$ cat src/include/pin_control_pkg.sv
package pin_control_pkg;
  // pin count and register map
  localparam int PIN_COUNT = 7;
  localparam logic [15:0] CORE_CONTROL_ADDR = 16'h0009;
  localparam logic [15:0] BYPASS_PATH_ADDR = 16'h002A;
  localparam logic [15:0] BYPASS_GAIN_0_ADDR = 16'h002B;
  localparam logic [15:0] BYPASS_GAIN_1_ADDR = 16'h002C;
  localparam logic [15:0] PIN_FUNCTION_BASE = 16'h0038;
  localparam logic [15:0] PIN_FUNCTION_LAST = 16'h003E;
  localparam logic [15:0] ADC_VOLUME_ADDR = 16'h0060;
  localparam logic [15:0] DAC_VOLUME_ADDR = 16'h0061;
  localparam logic [15:0] BUTTON_START_ADDR = 16'h0062;
  localparam logic [15:0] BUTTON_TARGET_ADDR = 16'h0063;
  localparam logic [15:0] PIN_STATUS_ADDR = 16'h0064;
  localparam logic [15:0] MODE_STATUS_ADDR = 16'h0065;
  // field positions
  localparam int FN_CODE_MSB = 3;
  localparam int MUTE_ADC_BIT = 4;
  localparam int MUTE_DAC_BIT = 5;
  localparam int BANK_SEL_LSB = 5;
  localparam int BANK_SEL_MSB = 6;
  localparam int ZERO_STATE_BIT = 7;
  localparam int TARGET_ADC_BIT = 0;
  localparam int TARGET_DAC_BIT = 1;
  localparam int ROUTE_MSB = 3;
  // pin functions
  typedef enum logic [3:0] {
    FN_DEFAULT, FN_VOLUME_UP, FN_VOLUME_DOWN, FN_LIMITER, FN_BANK, FN_MUTE, FN_BYPASS
  } pin_function_type;
  typedef enum logic [1:0] {BTN_IDLE, BTN_WAIT, BTN_REPEAT} button_state_type;
  // reset values
  localparam logic [7:0] PIN_FUNCTION_RESET = 8'h00;
  localparam logic [7:0] PIN_ONE_RESET = 8'h01;
  localparam logic [7:0] PIN_SIX_RESET = 8'h02;
  localparam logic [7:0] CORE_CONTROL_RESET = 8'h00;
  localparam logic [7:0] BYPASS_PATH_RESET = 8'h00;
  localparam logic [7:0] BYPASS_GAIN_RESET = 8'h00;
  localparam logic [7:0] VOLUME_RESET = 8'h00;
  localparam logic [7:0] START_LEVEL_RESET = 8'h00;
  localparam logic [1:0] TARGET_RESET = 2'h0;
  // attenuation code of -95.625 dB, 0.375 dB per step
  localparam logic [7:0] MUTE_LEVEL = 8'hFF;
  localparam logic [7:0] LOUDEST_LEVEL = 8'h00;
  // timing
  localparam int CLK_MHZ = 200;
  localparam int RAMP_STEP_NS = 1000;
  localparam int RAMP_STEP_CYCLES = (RAMP_STEP_NS * CLK_MHZ + 999) / 1000;
  localparam int BUTTON_HOLD_MS = 500;
  localparam int BUTTON_REPEAT_MS = 50;
  localparam int BUTTON_HOLD_CYCLES = BUTTON_HOLD_MS * CLK_MHZ * 1000;
  localparam int BUTTON_REPEAT_CYCLES = BUTTON_REPEAT_MS * CLK_MHZ * 1000;
endpackage

$ cat src/logic/pin_sync.sv
`timescale 1ns/10ps
module pin_sync #(
  parameter logic RESET_LEVEL = 1'b1
) (
  // clock and reset
  input wire logic clk,
  input wire logic reset_n,
  // raw pin and synchronised views
  input wire logic pin_raw,
  output logic level_q,
  output logic rise_q
);
  logic meta_q;
  logic sync_q;

  always_ff @(posedge clk or negedge reset_n) begin
    if (!reset_n) begin
      meta_q <= RESET_LEVEL;
      sync_q <= RESET_LEVEL;
    end else begin
      meta_q <= pin_raw;
      sync_q <= meta_q;
    end
  end

  always_ff @(posedge clk or negedge reset_n) begin
    if (!reset_n) begin
      level_q <= RESET_LEVEL;
      rise_q <= 1'b0;
    end else begin
      level_q <= sync_q;
      rise_q <= sync_q & ~level_q;
    end
  end
endmodule

$ cat src/logic/volume_ramp.sv
`timescale 1ns/10ps
module volume_ramp #(
  parameter logic [7:0] RESET_LEVEL = 8'h00
) (
  // clock and reset
  input wire logic clk,
  input wire logic reset_n,
  // step enable and goal
  input wire logic step_en,
  input wire logic [7:0] target,
  // present attenuation
  output logic [7:0] level_q
);
  // one code per step toward the goal, so a path change never jumps
  always_ff @(posedge clk or negedge reset_n) begin
    if (!reset_n) begin
      level_q <= RESET_LEVEL;
    end else if (step_en) begin
      if (level_q < target) begin
        level_q <= level_q + 8'h01;
      end else if (level_q > target) begin
        level_q <= level_q - 8'h01;
      end
    end
  end
endmodule

$ cat src/logic/multipurpose_pin_control.sv
`timescale 1ns/10ps
// Overview of operation
// - Seven pins each pick default role or a control function via byte registers 0x38-0x3E.
// - After reset every pin other than pins one and six is an input in its default role.
// - Pin one defaults to volume up, pin six to volume down, any pin may take either role.
// - Each button rising edge steps volume unless both rise in one cycle, holding one button ramps, both held never ramps.
// - Entering button mode loads the volume from the start level field.
// - Volume register writes are ignored while buttons own that volume.
// - A low limiter pin forces minimum-gain compression, release restores normal limiting.
// - A bank pin high selects bank A and low selects bank B.
// - A zero-on-switch bit decides whether data memory is cleared on a bank change.
// - A low mute pin mutes the ADC and/or DAC chosen in its function register.
// - A low bypass pin routes ADC0 and ADC1 to the DACs as the path register sets.
// - In bypass the bypass path gain comes from the two bypass gain registers.
// - Bypass entry ramps DAC volume down to -95.625 dB while bypass volume ramps up.
// - Bypass works whatever source feeds the ADCs.
module multipurpose_pin_control import pin_control_pkg::*; #(
  parameter int HOLD_CYCLES = BUTTON_HOLD_CYCLES,
  parameter int REPEAT_CYCLES = BUTTON_REPEAT_CYCLES
) (
  // clock and reset
  input wire logic clk,
  input wire logic reset_n,
  // multipurpose pins
  input wire logic [PIN_COUNT-1:0] multipurpose_pin,
  // control port
  input wire logic [15:0] reg_addr,
  input wire logic [7:0] reg_wdata,
  input wire logic reg_write,
  input wire logic reg_read,
  output logic [7:0] reg_rdata_q,
  // volume controls
  output logic [7:0] adc_attenuation_q,
  output logic [7:0] dac_attenuation_q,
  output logic [7:0] bypass_attenuation_0_q,
  output logic [7:0] bypass_attenuation_1_q,
  // processing controls
  output logic limiter_force_q,
  output logic bank_b_active_q,
  output logic data_clear_q,
  output logic adc_mute_q,
  output logic dac_mute_q,
  output logic bypass_active_q,
  output logic [ROUTE_MSB:0] bypass_route_q
);
  logic [7:0] pin_function_q [PIN_COUNT];
  logic [7:0] core_control_q;
  logic [7:0] bypass_path_q;
  logic [7:0] bypass_gain_q [2];
  logic [7:0] adc_volume_q;
  logic [7:0] dac_volume_q;
  logic [7:0] start_level_q;
  logic [1:0] target_q;
  logic [PIN_COUNT-1:0] pin_level;
  logic [PIN_COUNT-1:0] pin_rise;
  logic up_rise, down_rise, up_held, down_held, button_pin;
  logic limiter_low, bank_pin, bank_low, mute_adc_d, mute_dac_d, bypass_low;
  logic pb_mode, pb_mode_q, pb_entry, repeat_step, step_up, step_down, bank_b_d;
  logic [7:0] pb_level_q;
  logic [7:0] dac_base;
  logic [7:0] dac_target;
  button_state_type button_state_q;
  logic [31:0] hold_count_q;
  logic [15:0] ramp_count_q;
  logic ramp_tick_q;
  logic [7:0] bypass_level [2];

  for (genvar i = 0; i < PIN_COUNT; i++) begin : g_sync
    pin_sync #(.RESET_LEVEL(1'b1)) u_sync (
      .clk(clk),
      .reset_n(reset_n),
      .pin_raw(multipurpose_pin[i]),
      .level_q(pin_level[i]),
      .rise_q(pin_rise[i])
    );
  end

  always_ff @(posedge clk or negedge reset_n) begin
    if (!reset_n) begin
      for (int i = 0; i < PIN_COUNT; i++) begin
        pin_function_q[i] <= PIN_FUNCTION_RESET;
      end
      pin_function_q[1] <= PIN_ONE_RESET;
      pin_function_q[6] <= PIN_SIX_RESET;
    end else if (reg_write) begin
      for (int i = 0; i < PIN_COUNT; i++) begin
        if (reg_addr == PIN_FUNCTION_BASE + 16'(i)) begin
          pin_function_q[i] <= reg_wdata;
        end
      end
    end
  end

  // remaining writable registers
  always_ff @(posedge clk or negedge reset_n) begin
    if (!reset_n) begin
      core_control_q <= CORE_CONTROL_RESET;
      bypass_path_q <= BYPASS_PATH_RESET;
      bypass_gain_q[0] <= BYPASS_GAIN_RESET;
      bypass_gain_q[1] <= BYPASS_GAIN_RESET;
      adc_volume_q <= VOLUME_RESET;
      dac_volume_q <= VOLUME_RESET;
      start_level_q <= START_LEVEL_RESET;
      target_q <= TARGET_RESET;
    end else if (reg_write) begin
      unique case (reg_addr)
        CORE_CONTROL_ADDR: core_control_q <= reg_wdata;
        BYPASS_PATH_ADDR: bypass_path_q <= reg_wdata;
        BYPASS_GAIN_0_ADDR: bypass_gain_q[0] <= reg_wdata;
        BYPASS_GAIN_1_ADDR: bypass_gain_q[1] <= reg_wdata;
        ADC_VOLUME_ADDR: begin
          if (!(pb_mode && target_q[TARGET_ADC_BIT])) begin
            adc_volume_q <= reg_wdata;
          end
        end
        DAC_VOLUME_ADDR: begin
          if (!(pb_mode && target_q[TARGET_DAC_BIT])) begin
            dac_volume_q <= reg_wdata;
          end
        end
        BUTTON_START_ADDR: start_level_q <= reg_wdata;
        BUTTON_TARGET_ADDR: target_q <= reg_wdata[1:0];
        default: begin
        end
      endcase
    end
  end

  // register reads, unmapped reads zero
  always_ff @(posedge clk or negedge reset_n) begin
    if (!reset_n) begin
      reg_rdata_q <= 8'h00;
    end else if (reg_read) begin
      reg_rdata_q <= 8'h00;
      unique case (reg_addr)
        CORE_CONTROL_ADDR: reg_rdata_q <= core_control_q;
        BYPASS_PATH_ADDR: reg_rdata_q <= bypass_path_q;
        BYPASS_GAIN_0_ADDR: reg_rdata_q <= bypass_gain_q[0];
        BYPASS_GAIN_1_ADDR: reg_rdata_q <= bypass_gain_q[1];
        ADC_VOLUME_ADDR: reg_rdata_q <= adc_volume_q;
        DAC_VOLUME_ADDR: reg_rdata_q <= dac_volume_q;
        BUTTON_START_ADDR: reg_rdata_q <= start_level_q;
        BUTTON_TARGET_ADDR: reg_rdata_q <= {6'h00, target_q};
        PIN_STATUS_ADDR: reg_rdata_q <= {1'b0, pin_level};
        MODE_STATUS_ADDR: reg_rdata_q <= {2'h0, pb_mode_q, dac_mute_q, adc_mute_q,
                                          limiter_force_q, bypass_active_q, bank_b_active_q};
        default: begin
          for (int i = 0; i < PIN_COUNT; i++) begin
            if (reg_addr == PIN_FUNCTION_BASE + 16'(i)) begin
              reg_rdata_q <= pin_function_q[i];
            end
          end
        end
      endcase
    end
  end

  // pin function decode
  always_comb begin
    logic [3:0] fn;
    fn = 4'h0;
    up_rise = 1'b0;
    down_rise = 1'b0;
    up_held = 1'b0;
    down_held = 1'b0;
    button_pin = 1'b0;
    limiter_low = 1'b0;
    bank_pin = 1'b0;
    bank_low = 1'b0;
    mute_adc_d = 1'b0;
    mute_dac_d = 1'b0;
    bypass_low = 1'b0;
    for (int i = 0; i < PIN_COUNT; i++) begin
      fn = pin_function_q[i][FN_CODE_MSB:0];
      // any pin may be a button
      if (fn == FN_VOLUME_UP) begin
        up_rise = up_rise | pin_rise[i];
        up_held = up_held | pin_level[i];
        button_pin = 1'b1;
      end
      if (fn == FN_VOLUME_DOWN) begin
        down_rise = down_rise | pin_rise[i];
        down_held = down_held | pin_level[i];
        button_pin = 1'b1;
      end
      if (fn == FN_LIMITER && !pin_level[i]) begin
        limiter_low = 1'b1;
      end
      if (fn == FN_BANK) begin
        bank_pin = 1'b1;
        bank_low = bank_low | ~pin_level[i];
      end
      if (fn == FN_MUTE && !pin_level[i]) begin
        mute_adc_d = mute_adc_d | pin_function_q[i][MUTE_ADC_BIT];
        mute_dac_d = mute_dac_d | pin_function_q[i][MUTE_DAC_BIT];
      end
      if (fn == FN_BYPASS && !pin_level[i]) begin
        bypass_low = 1'b1;
      end
    end
  end

  assign pb_mode = button_pin && (target_q != 2'h0);
  assign pb_entry = pb_mode && !pb_mode_q;

  always_ff @(posedge clk or negedge reset_n) begin
    if (!reset_n) begin
      button_state_q <= BTN_IDLE;
      hold_count_q <= 32'h0000_0000;
    end else begin
      unique case (button_state_q)
        BTN_IDLE: begin
          hold_count_q <= 32'h0000_0000;
          if (up_held ^ down_held) begin
            button_state_q <= BTN_WAIT;
          end
        end
        BTN_WAIT: begin
          if (!(up_held ^ down_held)) begin
            button_state_q <= BTN_IDLE;
          end else if (hold_count_q == 32'(HOLD_CYCLES - 1)) begin
            button_state_q <= BTN_REPEAT;
            hold_count_q <= 32'h0000_0000;
          end else begin
            hold_count_q <= hold_count_q + 32'h0000_0001;
          end
        end
        BTN_REPEAT: begin
          if (!(up_held ^ down_held)) begin
            button_state_q <= BTN_IDLE;
          end else if (hold_count_q == 32'(REPEAT_CYCLES - 1)) begin
            hold_count_q <= 32'h0000_0000;
          end else begin
            hold_count_q <= hold_count_q + 32'h0000_0001;
          end
        end
      endcase
    end
  end

  assign repeat_step = (button_state_q == BTN_REPEAT) && (up_held ^ down_held)
                       && (hold_count_q == 32'(REPEAT_CYCLES - 1));
  assign step_up = up_rise | (repeat_step & up_held);
  assign step_down = down_rise | (repeat_step & down_held);

  always_ff @(posedge clk or negedge reset_n) begin
    if (!reset_n) begin
      pb_mode_q <= 1'b0;
      pb_level_q <= START_LEVEL_RESET;
    end else begin
      pb_mode_q <= pb_mode;
      if (pb_entry) begin
        pb_level_q <= start_level_q;
      end else if (pb_mode) begin
        // one step per edge or repeat
        if (step_up && !step_down && pb_level_q != LOUDEST_LEVEL) begin
          pb_level_q <= pb_level_q - 8'h01;
        end else if (step_down && !step_up && pb_level_q != MUTE_LEVEL) begin
          pb_level_q <= pb_level_q + 8'h01;
        end
      end
    end
  end

  always_ff @(posedge clk or negedge reset_n) begin
    if (!reset_n) begin
      adc_attenuation_q <= VOLUME_RESET;
    end else begin
      adc_attenuation_q <= (pb_mode_q && target_q[TARGET_ADC_BIT]) ? pb_level_q : adc_volume_q;
    end
  end
  assign dac_base = (pb_mode_q && target_q[TARGET_DAC_BIT]) ? pb_level_q : dac_volume_q;

  // limiter, mute and bypass levels
  always_ff @(posedge clk or negedge reset_n) begin
    if (!reset_n) begin
      limiter_force_q <= 1'b0;
      adc_mute_q <= 1'b0;
      dac_mute_q <= 1'b0;
      bypass_active_q <= 1'b0;
      bypass_route_q <= '0;
    end else begin
      limiter_force_q <= limiter_low;
      adc_mute_q <= mute_adc_d;
      dac_mute_q <= mute_dac_d;
      bypass_active_q <= bypass_low;
      bypass_route_q <= bypass_low ? bypass_path_q[ROUTE_MSB:0] : '0;
    end
  end

  assign bank_b_d = bank_pin ? bank_low : (core_control_q[BANK_SEL_MSB:BANK_SEL_LSB] != 2'h0);

  always_ff @(posedge clk or negedge reset_n) begin
    if (!reset_n) begin
      bank_b_active_q <= 1'b0;
      data_clear_q <= 1'b0;
    end else begin
      bank_b_active_q <= bank_b_d;
      data_clear_q <= (bank_b_d != bank_b_active_q) && core_control_q[ZERO_STATE_BIT];
    end
  end

  // ramp step divider
  always_ff @(posedge clk or negedge reset_n) begin
    if (!reset_n) begin
      ramp_count_q <= 16'h0000;
      ramp_tick_q <= 1'b0;
    end else begin
      ramp_tick_q <= (ramp_count_q == 16'(RAMP_STEP_CYCLES - 1));
      if (ramp_count_q == 16'(RAMP_STEP_CYCLES - 1)) begin
        ramp_count_q <= 16'h0000;
      end else begin
        ramp_count_q <= ramp_count_q + 16'h0001;
      end
    end
  end

  // normal DAC volume ramps to mute in bypass
  assign dac_target = bypass_active_q ? MUTE_LEVEL : dac_base;
  volume_ramp #(.RESET_LEVEL(VOLUME_RESET)) u_dac_ramp (
    .clk(clk),
    .reset_n(reset_n),
    .step_en(ramp_tick_q),
    .target(dac_target),
    .level_q(dac_attenuation_q)
  );

  // bypass gain ramps up from mute
  for (genvar k = 0; k < 2; k++) begin : g_bypass_ramp
    volume_ramp #(.RESET_LEVEL(MUTE_LEVEL)) u_ramp (
      .clk(clk),
      .reset_n(reset_n),
      .step_en(ramp_tick_q),
      .target(bypass_active_q ? bypass_gain_q[k] : MUTE_LEVEL),
      .level_q(bypass_level[k])
    );
  end
  assign bypass_attenuation_0_q = bypass_level[0];
  assign bypass_attenuation_1_q = bypass_level[1];

  button_up_step_a: assert property (@(posedge clk) disable iff (!reset_n)
    pb_mode_q && pb_mode && step_up && !step_down && pb_level_q != LOUDEST_LEVEL
    |=> pb_level_q == $past(pb_level_q) - 8'h01) else $error("button up step missed");
  both_held_a: assert property (@(posedge clk) disable iff (!reset_n)
    up_held && down_held |-> !repeat_step) else $error("ramp with both buttons held");
  start_level_a: assert property (@(posedge clk) disable iff (!reset_n)
    pb_entry |=> pb_level_q == $past(start_level_q)) else $error("start level not loaded");
  volume_write_block_a: assert property (@(posedge clk) disable iff (!reset_n)
    reg_write && reg_addr == ADC_VOLUME_ADDR && pb_mode && target_q[TARGET_ADC_BIT]
    |=> $stable(adc_volume_q)) else $error("adc volume written under button control");
  limiter_force_a: assert property (@(posedge clk) disable iff (!reset_n)
    limiter_low |=> limiter_force_q) else $error("limiter force not applied");
  bank_a_high_a: assert property (@(posedge clk) disable iff (!reset_n)
    bank_pin && !bank_low |=> !bank_b_active_q)
    else $error("bank A not selected");
  zero_clear_a: assert property (@(posedge clk) disable iff (!reset_n)
    bank_b_d != bank_b_active_q |=> data_clear_q == $past(core_control_q[ZERO_STATE_BIT]))
    else $error("data clear wrong on bank change");
  dac_mute_a: assert property (@(posedge clk) disable iff (!reset_n)
    mute_dac_d |=> dac_mute_q) else $error("dac mute not applied");
  bypass_route_a: assert property (@(posedge clk) disable iff (!reset_n)
    bypass_low |=> bypass_active_q && bypass_route_q == $past(bypass_path_q[ROUTE_MSB:0]))
    else $error("bypass route wrong");
  dac_ramp_down_a: assert property (@(posedge clk) disable iff (!reset_n)
    bypass_active_q && $past(bypass_active_q) |-> dac_attenuation_q >= $past(dac_attenuation_q))
    else $error("dac volume rose during bypass");
  bypass_entry_c: cover property (@(posedge clk) disable iff (!reset_n) $rose(bypass_active_q));
  button_step_c: cover property (@(posedge clk) disable iff (!reset_n) pb_mode_q && step_up);
  bank_clear_c: cover property (@(posedge clk) disable iff (!reset_n) data_clear_q);
endmodule

$ cat config.mk
export PLATFORM = sky130hd
export DESIGN_NAME = multipurpose_pin_control
export DESIGN_NICKNAME = d
export VERILOG_FILES = /design/src/include/pin_control_pkg.sv /design/src/logic/pin_sync.sv /design/src/logic/volume_ramp.sv /design/src/logic/multipurpose_pin_control.sv
export SDC_FILE = /design/constraint.sdc
export NUM_CORES = 1
export LEC_CHECK = 0
export CAP_MARGIN = 10
export CORE_MARGIN = 3
export CORE_UTILIZATION = 55
export CTS_CLUSTER_DIAMETER = 100
export DETAILED_ROUTE_END_ITERATION = 8
export DONT_BUFFER_PORTS = 1
export PLACE_DENSITY = 0.7
export SLEW_MARGIN = 30
export SYNTH_ARGS = -nofsm -noshare
export SYNTH_HDL_FRONTEND = slang
export SYNTH_SLANG_ARGS = --single-unit
$ cat constraint.sdc
create_clock -name clk -period 4.6 [get_ports clk]
set_input_delay 1.38 -clock clk [delete_from_list [all_inputs] [get_ports clk]]
set_output_delay 1.38 -clock clk [all_outputs]
set_load 0.01 [all_outputs]
==> flow_summary.ini, run 1 <==
[cts]
hold_buffers = 0
cts_resized = 0
clock_latency_ps = 540
cts_tree = yes
clkTransAtPathRegs_ps = 60
ctsRootBufferMaster = clkbuf_16
post_cts_buffers = 0
clock_path_buffers = 3
h-tree-depth = 1
cts_buffers = 28
cts_sinks = 252

[place]
gp_congestion = 0.937
post-place-ws_ps = 631
portBuffers = 0
dp_cells = 1521
dpl.hpwl_um = 23200

[floorplan]
coreArea_mm2 = 0.0244
ios = 85
std_cell_rows = 57
die_h_um = 164
dieWidth_um = 164
start_util = 0.561
dieArea_mm2 = 0.0268

[routing]
drtIter0Drc = 787
wl_um = 33200
ant_nets = 0
dr.pass1.iters = 5
via_count = 9765
wl_per_cell_um = 21.1
vias_per_cell = 6.21
drc = 0

[logic_synthesis]
synthCells = 1232
ys_types = 84
synth_ff_type = dfrtp_1
syn_avg_cell_area_um2 = 11.1
synth-seq-cells = 252
yosys_warnings = 0
async_flop_share = 1.00
synth-seq-area-share = 0.464
synth_nets = 1324
synth_area_mm2 = 0.0137
synth_edf_count = 0

[setup_path]
crit_path_max_fanout = 6
reg2reg_slack_ps = 560
start_kind = flip-flop
end_kind = flip-flop
required_ps = 5060
worstPathArrival_ps = 4490
path_class = reg -> reg

[cells_and_area]
fillers = 1961
final_layout_size_suffix_gt1_frac = 0.207
synthToLayoutAreaGrowth_pct = 9.49
num-nets-final = 1319
final_cell_mix = 213 x dfrtp_1, 105 x mux2_2, 95 x nand2_1, 94 x nor2_1, 53 x ha_1
stdcell_count = 1573
diodes = 0
layout.cells.most_common = dfrtp_1

[power]
power.density_mw_per_mm2 = 335
ir_worst_vdd_mv = 0.304
leakage_nw = 7.12

[run]
cap_viol_max_count = 0

[sta]
clock.fmax_mhz = 248
rsz0062_at_grt = false
maxSlewViolCount = 0
setup-tns-final_ps = 0
fin_worst_hold_slack_ps = 353
setup_viol = 0
timing.slew.headroom = 0.472
min_period_ps = 4040
finClkSkew_ps = 12.9
worstMarginPinSlew_ps = 793
postLayoutSetupSlackWorst_ps = 563
finalCritPeriodShare = 0.878
hold_violations = 0

[global_route]
antenna_found_initial = 0
grtUsageMet3 = 0.0434
grt_busiest_layer = met2
grt-ovfl-total = 0
grt.met2_usage = 0.395
grt_pass1_wl_um = 53700
track_usage = 0.252
grt_max_degree = 253
first_global_vias = 9753
met1_usage = 0.358

[run_status]
outcome = completed

[worst_hold_path]
hp-class = reg -> reg
## flip-flops by register name (all words and copies together), names as in the netlist, 4 cells and up
register                      flops
core_control_q                    8
g_sync.u_sync.level_q             7
pin_function_q                   56
g_sync.u_sync.meta_q              7
u_dac_ramp.level_q                8
g_bypass_ramp.u_ramp.level_q     16
hold_count_q                     32
bypass_gain_q                    16
ramp_count_q                     16
pb_level_q                        8
start_level_q                     8
reg_rdata_q                       8
adc_attenuation_q                 8
g_sync.u_sync.sync_q              7
adc_volume_q                      8
g_sync.u_sync.rise_q              7
bypass_path_q                     8
bypass_route_q                    4
dac_volume_q                      8
## logic make-up after synthesis
kind of cell | Yosys count | share of synthesized area
xor gates and xnor gates | 63 | 0.0403
adders and majority gates | 57 | 0.0543
buffers and inverters | 60 | 0.0192
DFF | 252 | 0.464
and+or+nand+nor | 435 | 0.184
muxes | 153 | 0.132
AOI/OAI and AO/OA | 212 | 0.106
## stage by stage
stage	area (um^2)	total power, W	utilization
5_1_grt	15000	0.00520	0.615
3_3_place_gp	14000	0.00260	0.572
2_1_floorplan	13700	0.00255	-
6_report	15000	0.00503	0.615
3_5_place_dp	14000	0.00261	0.572
4_1_cts	15000	0.00507	0.614
## layout make-up
class / count / area [um^2] / area share
clock buffer: 35 / 778 / 0.0519
clock inverter: 17 / 244 / 0.0163
inverter: 17 / 63.8 / 0.00426
multi-input combinational: 920 / 7090 / 0.473
sequential: 252 / 6350 / 0.424
tap: 324 / 405 / 0.0270
timing repair buffer: 8 / 60.1 / 0.00401
## synthesized netlist by cell type, types with 8 or more instances
cell / count / share of area
nor2_1: 94 / 0.026
nor4_1: 9 / 0.0041
nor2b_1: 42 / 0.019
dfstp_2: 39 / 0.075
a211oi_1: 10 / 0.0055
nand4_1: 20 / 0.0091
and3_1: 19 / 0.0087
xor2_1: 39 / 0.025
nand2b_1: 23 / 0.011
nand3_1: 24 / 0.0088
a21o_1: 29 / 0.016
dfrtp_1: 213 / 0.39
ha_1: 53 / 0.048
o21ai_0: 42 / 0.015
nand3_2: 8 / 0.0058
a22oi_1: 17 / 0.0093
nand2_1: 95 / 0.026
a22o_1: 8 / 0.0051
mux2i_1: 17 / 0.012
mux4_2: 8 / 0.013
a31oi_1: 8 / 0.0037
mux2_2: 105 / 0.086
nor3b_1: 8 / 0.0044
buf_2: 8 / 0.0029
nor3_1: 19 / 0.0069
inv_1: 17 / 0.0047
mux2_1: 22 / 0.018
a21oi_1: 38 / 0.014
a221oi_1: 17 / 0.011
xnor2_1: 24 / 0.015
clkbuf_1: 30 / 0.0082
## worst max-delay path, cell delays in order (launching register included)
cell and delay [ps]:
dfrtp_1 410, ha_1 250, and4_1 230, and4_1 210, and4_1 250, a21o_1 190, a22o_1 250, nand3_2 150
inv_1 140, ha_1 310, a21o_1 180, a21oi_1 210, nor2b_1 70, o21a_1 180, o41ai_1 320, xnor2_1 170
and4bb_1 230, nor3_1 180
## where the power goes
| group | internal [W] | switching, W |
|---|---|---|
| Combinational | 0.0000929 | 0.000171 |
| Sequential | 0.00226 | 0.0000433 |
| Clock | 0.00153 | 0.000925 |
| Total | 0.00389 | 0.00114 |
## worst paths after layout
| kind | start | endpoint | cells past startpoint |
|---|---|---|---|
| worst min register to register | g_sync[4].u_sync.meta_q$_DFF_PN1_ | g_sync[4].u_sync.sync_q$_DFF_PN1_ | 0 |
| max in group asynchronous | reset_n | g_sync[1].u_sync.level_q$_DFF_PN1_ | 0 |
| min in group asynchronous | reset_n | u_dac_ramp.level_q[7]$_DFFE_PN0P_ | 0 |
| worst min-delay path | g_sync[4].u_sync.meta_q$_DFF_PN1_ | g_sync[4].u_sync.sync_q$_DFF_PN1_ | 0 |
| worst max register to register | hold_count_q[0]$_DFFE_PN0P_ | pb_level_q[7]$_DFFE_PN0P_ | 17 |
| worst max-delay path | hold_count_q[0]$_DFFE_PN0P_ | pb_level_q[7]$_DFFE_PN0P_ | 17 |
## metal layers
metal / up-vias / wire length (um)
met4: 0 / 1050
met3: 73 / 2030
met2: 330 / 15200
met1: 4854 / 14900
li1: 4508 / -
met5: - / 0
Power figures use the tool's default switching activity.
==> run 2: changes to the inputs <==
==> constraint.sdc (replaced) <==
create_clock -name clk -period 4.6 [get_ports clk]
set_input_delay 0.46 -clock clk [delete_from_list [all_inputs] [get_ports clk]]
set_output_delay 0.46 -clock clk [all_outputs]
set_load 0.01 [all_outputs]
==> run 2 against run 1 <==
Net effect:
- the flow now finishes with violations (negative hold slack)
- clock skew is 1.3 ps lower
- via count is 1.1% higher
- largest cell class unchanged
- highest routed layer unchanged
- first-iteration DRC count is 12% higher
==> flow_summary.ini, run 2 (synthesis gave the netlist of run 1 again) <==
[power]
clockPowerShare = 0.477
p_seq_frac = 0.469
p_total_w = 0.00492
p_int_w = 0.00377
switchingPower_w = 0.00115
ir_worst_vdd_mv = 0.315
switching_share = 0.233
combPwrFrac = 0.055
leakage_nw = 7.13
power.density_mw_per_mm2 = 327

[cells_and_area]
synthToLayoutAreaGrowth_pct = 9.63
stdcell_count = 1582
fillers = 2022
top_register = pin_function_q
largest_register_ffs = 56
num-nets-final = 1326
layout.cells.most_common = dfrtp_1
largestRegisters = pin_function_q: 56 flops, hold_count_q: 32 flops
diodes = 0
final_cell_mix = 213 x dfrtp_1, 105 x mux2_2, 95 x nand2_1, 94 x nor2_1, 53 x ha_1
final_layout_size_suffix_gt1_frac = 0.204

[cts]
ctsRootBufferMaster = clkbuf_16
cts_tree = yes
cts_buffers = 30
clock_latency_ps = 550
h-tree-depth = 1
clock_path_buffers = 3
hold_buffers = 7
clkTransAtPathRegs_ps = 60
cts_sinks = 252

[sta]
setup_viol = 0
setup-tns-final_ps = 0
rsz0062_at_grt = false
finalCritPeriodShare = 0.881
finClkSkew_ps = 11.6
clock.fmax_mhz = 247
worstMarginPinSlew_ps = 959
timing.slew.headroom = 0.357
hold_violations = 230
min_period_ps = 4050
maxSlewViolCount = 0
fin_worst_hold_slack_ps = -384

[setup_path]
crit_family = simple AND/OR/NAND/NOR gates
crit_top_cell = and4_1
reg2reg_slack_ps = 550
crit_path_cell_trace = ha_1 -> and4_1 -> and4_1 -> and4_1 -> a21o_1 -> a22o_1 -> nand3_2 -> inv_1 -> ha_1 -> a21o_1 -> a21oi_1 -> nor2b_1 -> o21a_1 -> o41ai_1 -> xnor2_1 -> and4bb_1 -> nor3_1
r2r_cells = 17
cpPeakStageDelay_ps = 410
cp.depth = 17
crit_path_max_fanout = 6
r2r-start = hold_count_q[0]$_DFFE_PN0P_
end_kind = flip-flop
path_class = reg -> reg
critPathLaunch = hold_count_q[0]$_DFFE_PN0P_
rr_endpoint = pb_level_q[7]$_DFFE_PN0P_
cp_slowest_cell = dfrtp_1
start_kind = flip-flop
critPathCapture = pb_level_q[7]$_DFFE_PN0P_
critPathBufInv = 1
required_ps = 5070
worstPathArrival_ps = 4520

[floorplan]
die_h_um = 164
ios = 85
coreArea_mm2 = 0.0244
start_util = 0.561
std_cell_rows = 57
dieWidth_um = 164
dieArea_mm2 = 0.0268

[run_status]
failed_checks = negative hold slack
outcome = finished with violations

[global_route]
grt_max_degree = 253
antenna_found_initial = 0
first_global_vias = 9806
grt-ovfl-total = 0
grt_pass1_wl_um = 54000
track_usage = 0.253

[routing]
wl_per_cell_um = 21.4
vias_per_cell = 6.24
via_count = 9874
drc = 0
dr.pass1.iters = 5
drtIter0Drc = 881
ant_nets = 0
wl_um = 33800

[place]
gp_congestion = 0.928
portBuffers = 0
dp_cells = 1519
dpl.hpwl_um = 23600

[worst_hold_path]
hp-class = in -> async

[run]
cap_viol_max_count = 0
run 2: worst register-to-register path, cell delays in order (launching register included):
cell and delay (ps):
dfrtp_1 410, ha_1 260, and4_1 240, and4_1 220, and4_1 250, a21o_1 190
a22o_1 230, nand3_2 160, inv_1 160, ha_1 300, a21o_1 180, a21oi_1 220
nor2b_1 80, o21a_1 190, o41ai_1 310, xnor2_1 170, and4bb_1 230, nor3_1 180
run 2: final cells by class:
cell class	count	area, um^2	share of cell area
multi-input cells	920	7080	0.472
clock buffers	45	908	0.0605
repair buffers	13	115	0.00767
flip-flops and latches	252	6350	0.423
clock inverters	11	82.6	0.00550
well taps	324	405	0.0270
inverters	17	63.8	0.00425
run 2: worst min path at each step:
| stage | endpoint | slack (ps) | cells after the start | startpoint |
|---|---|---|---|---|
| floorplan | adc_attenuation_q[0]$_DFF_PN0_ | 160 | 0 | reset_n |
| global placement | adc_attenuation_q[6]$_DFF_PN0_ | 170 | 0 | reset_n |
| detailed placement | adc_attenuation_q[7]$_DFF_PN0_ | 180 | 0 | reset_n |
| CTS | u_dac_ramp.level_q[1]$_DFFE_PN0P_ | -400 | 0 | reset_n |
| global route | adc_volume_q[3]$_DFFE_PN0P_ | -410 | 0 | reset_n |
| finish | dac_volume_q[5]$_DFFE_PN0P_ | -380 | 0 | reset_n |
run 2: metrics by stage:
step	utilization	worst slack, ps	hold WS (ps)	cell area (um^2)
final	0.615	550	-384	15000
after global routing	0.615	250	-408	15000
after CTS	0.615	580	-403	15000
after detailed placement	0.572	631	176	13900
after global placement	0.572	528	175	13900
after floorplan	-	688	164	13700
run 2: what timing repair did:
item | 4_1_cts | 5_1_grt
buffers inserted | 0 | 0
hold endpoints to repair | 259 | 252
gates resized for setup | 0 | 0
run 2: power by group through the flow:
stage          Sequential [W]  Clock [W]  Combinational [W]
2_1_floorplan         0.00232          0           0.000232
3_3_place_gp          0.00234          0           0.000257
3_5_place_dp          0.00234          0           0.000264
4_1_cts               0.00230    0.00239           0.000271
5_1_grt               0.00231    0.00248           0.000297
6_report              0.00230    0.00234           0.000269
run 2: routing by layer:
layer  vias up  track usage  wire length, um  share of wire
met5         -            0                0              0
met4         0       0.0661              922          0.027
met1      4947        0.356            14900           0.44
met3        65       0.0441             2230          0.066
li1       4525            -                -              -
met2       337        0.408            15700           0.46
==> run 3: changes to the inputs <==
CORE_ASPECT_RATIO = 0.5   (was unset)
==> run 3 against run 2 <==
Net effect:
- the run still ends with negative hold slack left
- sequential share of layout area increased by 0.49 points
- maximum frequency increased by 0.60%
- die area increased by 0.43%
- utilization decreased by 0.28 points
- non-clock buffer count unchanged
- count of clock-buffer cells in the layout decreased by 11
- worst hold slack improved by 4.3 ps
- final area decreased by 1.1%
- global-route usage decreased by 0.21 points
- flip-flop and latch count unchanged
- power decreased by 6.1%
- first-iteration DRC count increased by 37%
- critical path type unchanged
==> flow_summary.ini, run 3 (synthesis gave the netlist of run 1 again) <==
[setup_path]
cp_slowest_cell = dfrtp_1
crit_top_cell = and4_1
required_ps = 5040
crit_family = compound AO/OA/AOI/OAI gates
critPathBufInv = 1
end_kind = flip-flop
start_kind = flip-flop
r2r_cells = 17
rr_endpoint = pb_level_q[7]$_DFFE_PN0P_
path_class = reg -> reg
crit_path_cell_trace = ha_1 -> and4_1 -> and4_1 -> and4_1 -> a21o_1 -> a22o_1 -> nand3_2 -> inv_1 -> ha_1 -> a21o_1 -> a21oi_1 -> nor2b_1 -> o21a_1 -> o41ai_1 -> xnor2_1 -> and4bb_1 -> nor3_1
r2r-start = hold_count_q[0]$_DFFE_PN0P_
cpPeakStageDelay_ps = 420
crit_path_max_fanout = 6
reg2reg_slack_ps = 570
worstPathArrival_ps = 4470

[floorplan]
ios = 85
start_util = 0.565
die_h_um = 118
std_cell_rows = 40
dieArea_mm2 = 0.0269
dieWidth_um = 229
coreArea_mm2 = 0.0242

[cts]
cts_resized = 0
clock_path_buffers = 3
clkTransAtPathRegs_ps = 70
cts_sinks = 252
cts_buffers = 24
clock_latency_ps = 540
h-tree-depth = 1
cts_tree = yes
hold_buffers = 7
ctsRootBufferMaster = clkbuf_16
post_cts_buffers = 0

[sta]
finClkSkew_ps = 25.2
min_period_ps = 4030
rsz0062_at_grt = false
fin_worst_hold_slack_ps = -380
finalCritPeriodShare = 0.875
clock.fmax_mhz = 248
maxSlewViolCount = 0
timing.slew.headroom = 0.324
hold_violations = 252
setup-tns-final_ps = 0
setup_viol = 0
worstMarginPinSlew_ps = 1010

[power]
p_total_w = 0.00462
leakage_nw = 7.03
power.density_mw_per_mm2 = 311
ir_worst_vdd_mv = 0.229

[cells_and_area]
stdcell_count = 1582
final-seq-area_mm2 = 0.00635
largest_register_ffs = 56
diodes = 0
multi_input_area_mm2 = 0.00708
synthToLayoutAreaGrowth_pct = 8.39
final_layout_size_suffix_gt1_frac = 0.197
fillers = 1951
final_cell_mix = 213 x dfrtp_1, 105 x mux2_2, 95 x nand2_1, 94 x nor2_1, 53 x ha_1
layout.cells.most_common = dfrtp_1
top_register = pin_function_q
num-nets-final = 1320
largestRegisters = pin_function_q: 56 flops, hold_count_q: 32 flops

[run_status]
failed_checks = negative hold slack
outcome = finished with violations

[global_route]
first_global_vias = 9791
grt_max_degree = 253
grtUsageMet3 = 0.0554
track_usage = 0.251
grt.met2_usage = 0.381
grt_pass1_wl_um = 54400
antenna_found_initial = 1
grt-ovfl-total = 0
met1_usage = 0.367
grt_busiest_layer = met2

[run]
cap_viol_max_count = 0

[routing]
vias_per_cell = 6.27
wl_um = 33500
dr.pass1.iters = 7
wl_per_cell_um = 21.2
via_count = 9927
ant_nets = 0
drtIter0Drc = 1211
drc = 0

[place]
dp_cells = 1531
gp_congestion = 0.938
portBuffers = 0
dpl.hpwl_um = 24000

[worst_hold_path]
hp-class = in -> async
## run 3: cell count changes in the layout (fill, tap and decap cells not counted), sizes merged
cell / delta
clkinv: -6
inv: +4
clkinvlp: +1
clkbuf: -11
## run 3: how the worst max path moves through the flow
stage	slack [ps]	start	cells after the start	end
floorplan	690	pb_mode_q$_DFF_PN0_	18	u_dac_ramp.level_q[7]$_DFFE_PN0P_
global placement	730	hold_count_q[0]$_DFFE_PN0P_	17	pb_level_q[7]$_DFFE_PN0P_
detailed placement	580	hold_count_q[0]$_DFFE_PN0P_	17	pb_level_q[7]$_DFFE_PN0P_
CTS	560	hold_count_q[0]$_DFFE_PN0P_	17	pb_level_q[7]$_DFFE_PN0P_
global route	290	hold_count_q[0]$_DFFE_PN0P_	17	pb_level_q[7]$_DFFE_PN0P_
finish	570	hold_count_q[0]$_DFFE_PN0P_	17	pb_level_q[7]$_DFFE_PN0P_
## run 3: power by group
group,leakage [nW],internal (W),switching (W)
combinational,3.29,0.0000969,0.000168
sequential,3.33,0.00226,0.0000449
clock,0.397,0.00116,0.000885
total,7.03,0.00352,0.00110
## run 3: routing by layer
layer | up-vias | wire, um
li1 | 4517 | -
met1 | 4916 | 15200
met2 | 413 | 14700
met3 | 79 | 2780
met4 | 2 | 837
met5 | - | 13
## run 3: layout make-up
type | instances | area share
multi-input combinational | 920 | 0.477
sequential | 252 | 0.428
clock buffer | 34 | 0.0486
tap | 336 | 0.0283
timing repair buffer | 13 | 0.00776
clock inverter | 10 | 0.00607
inverter | 17 | 0.00430
## run 3: metrics by stage
step | utilization | setup slack, ps | cell area [um^2]
2_1_floorplan | - | 688 | 13700
3_3_place_gp | 0.576 | 726 | 14000
3_5_place_dp | 0.576 | 578 | 14000
4_1_cts | 0.613 | 559 | 14800
5_1_grt | 0.613 | 286 | 14800
6_report | 0.613 | 574 | 14800
